**src/rtl/slot_buffer.sv**
```systemverilog
// small buffer holding the symbols of one captured timeslot group
`timescale 1ns/100ps
module slot_buffer
#(
	parameter int WIDTH = 10,
	parameter int DEPTH = 8,
	parameter int AW = 3
)
(
	// clock and reset
	input wire logic clk,
	input wire logic rst_n,
	// write side
	input wire logic wr_en,
	input wire logic [AW-1:0] wr_addr,
	input wire logic [WIDTH-1:0] wr_data,
	// read side, data one cycle after address
	input wire logic [AW-1:0] rd_addr,
	output logic [WIDTH-1:0] rd_data
);
	logic [WIDTH-1:0] mem [DEPTH];

	// storage array, no reset needed
	always_ff @(posedge clk)
	begin
		if (wr_en)
		begin
			mem[wr_addr] <= wr_data;
		end
	end

	// registered read port
	always_ff @(posedge clk or negedge rst_n)
	begin
		if (!rst_n)
		begin
			rd_data <= '0;
		end
		else
		begin
			rd_data <= mem[rd_addr];
		end
	end
endmodule

```
**config.mk**
```make
export PLATFORM = sky130hd
export DESIGN_NAME = slot_buffer
export DESIGN_NICKNAME = d
export VERILOG_FILES = /design/src/rtl/slot_buffer.sv
export SDC_FILE = /design/constraint.sdc
export NUM_CORES = 1
export LEC_CHECK = 0
export BUFFER_PORTS_ARGS = -buffer_cell sky130_fd_sc_hd__buf_2
export CAP_MARGIN = 10
export CORE_AREA = 2 2 110 112
export CTS_CLUSTER_DIAMETER = 80
export CTS_CLUSTER_SIZE = 20
export DETAILED_ROUTE_END_ITERATION = 6
export DIE_AREA = 0 0 112 114
export GPL_TIMING_DRIVEN = 0
export MAX_ROUTING_LAYER = met4
export PLACE_DENSITY_LB_ADDON = 0.12
export SLEW_MARGIN = 20
export SYNTH_ARGS = -nofsm -noshare
export SYNTH_HDL_FRONTEND = slang
export SYNTH_SLANG_ARGS = --single-unit
```
**constraint.sdc**
```tcl
create_clock -name clk -period 3 [get_ports clk]
set_input_delay 0.3 -clock clk [delete_from_list [all_inputs] [get_ports clk]]
set_output_delay 0.3 -clock clk [all_outputs]
set_load 0.01 [all_outputs]
```
; ---- Word-level counts from Yosys, hierarchy flattened
; Memory sizes are Yosys's and may differ from the RTL's. A register that Yosys moved wholly into a read port is not among the register bits.
; Cells that the tools add are included.
[op_classes]
n_reduce_logical = 1
muxes = 2
[ops]
columns = operator, count
row1 = 1-bit two-way mux, 2
row2 = 1-bit logical NOT, 1
[word_totals]
ff_bits = 0
ram_bits = 80
mem_count = 1
wordCells = 4
[mem_list]
columns = name, words, width, rd, rd_clocked_by_memory_dff, write_ports, line_no
row1 = mem, 8, 10, 1, 1, 1, 21  ; logic [WIDTH-1:0] mem [DEPTH];

; ---- Longest topological paths before layout
[logic_depth]
ltp_word = 2
mapped_depth = 3
mapped_depth_nobuf = 2

; ---- Worst setup path after synthesis
; OpenSTA, ideal clock, no wires.
[synth_timing]
path_type = in2reg
from = in wr_addr[2]
to = mem mem[0][0] (enable)
t_arrival_ns = 1.211
path_stages = 2
slack_ns = 1.399
setup_ns = 0.390
path_cell_list = nand2b_1 > nor3_1
[synth_rtl]
columns = item, line_no
row1 = start: declaration, 15  ; input wire logic [AW-1:0] wr_addr,
row2 = end: declaration, 21
; No word-level cell before the write port.

; ---- Worst setup path in the final report
[layout_timing]
from = in wr_addr[2]
to = mem mem[0][6] (enable)
; No word-level cell before the write port.

==> impl_metrics.json <==
{
  "drc": 0,
  "skew_ns": 0.00522,
  "rrSetupSlack_ns": 1.74,
  "clock-sinks": 90,
  "stdcell_count": 329,
  "rsz0062_at_grt": "no",
  "fin_crit_sh": 0.468,
  "synth_area_leaders": "edfxtp_1 (71%), mux4_1 (16%), dfrtp_1 (7.4%)",
  "htree_levels": 3,
  "die_h_um": 114,
  "setup_viol": 0,
  "antenna_found_initial": 0,
  "syn_to_final_growth_pct": 18.3,
  "vias": 1488,
  "syn_avg_cell_area_um2": 24.5,
  "hold_class": "in2reg",
  "cp_max_fo": 6,
  "ir_worst_vdd_v": 0.000261,
  "power.leakage_uw": 0.00137,
  "p_sw_frac": 0.201,
  "synth_cell_types": 11,
  "clkTransAtPathRegs_ns": 0.06,
  "diodes": 0,
  "crit_type": "in2reg",
  "initial_core_util": 0.289,
  "power.total_uw": 2550,
  "synthCells": 138,
  "netlist.top_cell.by_area": "edfxtp_1",
  "grt_pass1_vias": 1614,
  "syn-cell-area_mm2": 0.00338,
  "internal_power_uw": 2040,
  "syn_nets": 157,
  "p_per_area_mw_per_mm2": 637,
  "endpoint_kind": "flip-flop",
  "synth_ff_type": "edfxtp_1",
  "synth_most_common_cell": "edfxtp_1",
  "viasPerCell": 4.52,
  "coreArea_mm2": 0.0117,
  "ant_nets": 0,
  "sequentialPowerShare": 0.560,
  "power.switching_uw": 513,
  "drv_cap": 0,
  "critPathArrivalTime_ns": 1.44,
  "hold_viol": 0,
  "grt_max_degree": 15,
  "drtPass1Iterations": 4,
  "die_w_um": 112,
  "async_flop_share": 0.111,
  "ys_seq_area_frac": 0.784,
  "max_freq_ghz": 0.712,
  "critical_path_required_ns": 3.04,
  "max_slew_margin": 0.436,
  "pwr-share-comb": 0.058,
  "wl_um": 6700,
  "yosys_register_bits": 90,
  "cp-start-kind": "primary input",
  "drt-wirelength-per-cell_um": 20.4,
  "dieArea_mm2": 0.0128,
  "gp_congestion": 0.642,
  "status": "finished, final reports clean",
  "boundaryPins": 29,
  "final_max_slew_viol_count": 0,
  "postCtsSetupBuffers": 0,
  "ys.warnings.count": 0,
  "grt_first_pass_wirelength_um": 9830,
  "row_count": 40,
  "fin_tns_setup_ns": 0,
  "synth.top_cell.area_share": 0.710,
  "dp.cells": 312,
  "grt_overflow": 0,
  "holdWs_ns": 0.242,
  "drtIter0Drc": 51,
  "postCtsHoldBufs": 1,
  "cts_buffer_depth": 2,
  "port_buffers": 25,
  "final_nets": 196,
  "p_clk_frac": 0.382,
  "period_needed_ns": 1.40,
  "grt.total_usage": 0.117,
  "drive_gt1_frac": 0.324,
  "dpl.hpwl_um": 3960,
  "fillers": 1133,
  "synth_commonest_cells": "edfxtp_1 (80), mux4_1 (20), dfrtp_1 (10), mux2_2 (10), nor2_1 (6)",
  "clk_latency_ns": 0.33,
  "cts_root_buf": "clkbuf_16",
  "cts_buffers": 9,
  "worst_pin_slew_ns": 0.846,
  "cts_tree": "yes",
  "post_cts_resize_count": 0,
  "synth_edf_count": 80
}
[final timing paths]
check,from,endpoint,cells past startpoint
max in group asynchronous,rst_n,rd_data[6],2
min,wr_data[8],mem[7][8],1
min reg2reg,mem[0][6],rd_data[6],2
max reg2reg,mem[3][4],rd_data[4],2
max,wr_addr[2],mem[0][6],4
min in group asynchronous,rst_n,rd_data[2],2
[flip-flops by register name (all words and copies together), names as in the netlist]
name	flops
mem	80
rd_data	10
[per-stage QoR]
stage / worst slack (ns) / instance area, µm² / utilization
after global placement: 0.372 / 3690 / 0.315
after CTS: 1.50 / 4000 / 0.342
after global routing: 1.48 / 4000 / 0.342
after detailed placement: 1.14 / 3740 / 0.319
final: 1.60 / 4000 / 0.342
after floorplan: 1.40 / 3380 / -
[layer usage]
layer / track usage / wire length, µm
met3: 0.0218 / 165
met2: 0.196 / 3530
met1: 0.132 / 2910
met5: - / 0
met4: 0.0707 / 95
[critical path: stages]
cell and delay (ns):
buf_2 0.10, nand2b_1 0.22, nor3_2 0.53, buf_4 0.28
[cell families (layout without fill, tap and decap cells)]
logic type	after synthesis	after routing	synth area share
buffers and inverters	5	49	0.00998
flip-flops	90	90	0.784
multiplexers	30	30	0.189
AND/OR/NAND/NOR	13	13	0.0174
[final cells by class]
type,instances,area [µm²],area share
flip-flops and latches,90,2650,0.663
multi-input cells,43,722,0.180
clock buffers,11,233,0.0582
well taps,147,184,0.0460
repair buffers,28,154,0.0385
plain buffers,5,33.8,0.00844
clock inverters,5,22.5,0.00563
[cells in the final DEF, fill, tap and decap left out, drive strengths merged]
master and count:
mux4 20, mux2 10, clkinv 5, dfrtp 10, dlygate4sd3 1, clkbuf 13
nor2 6, nand2b 3, nand2 2, nor3 2, edfxtp 80, buf 30
[power by group through the flow]
stage,clock network [µW],logic (µW),registers [µW]
after floorplan,0,71.3,1460
after global placement,0,145,1450
after detailed placement,0,152,1450
after CTS,1010,153,1430
after global routing,1070,161,1430
final,974,148,1430
Note: power is estimated with default switching activity, not from simulation.
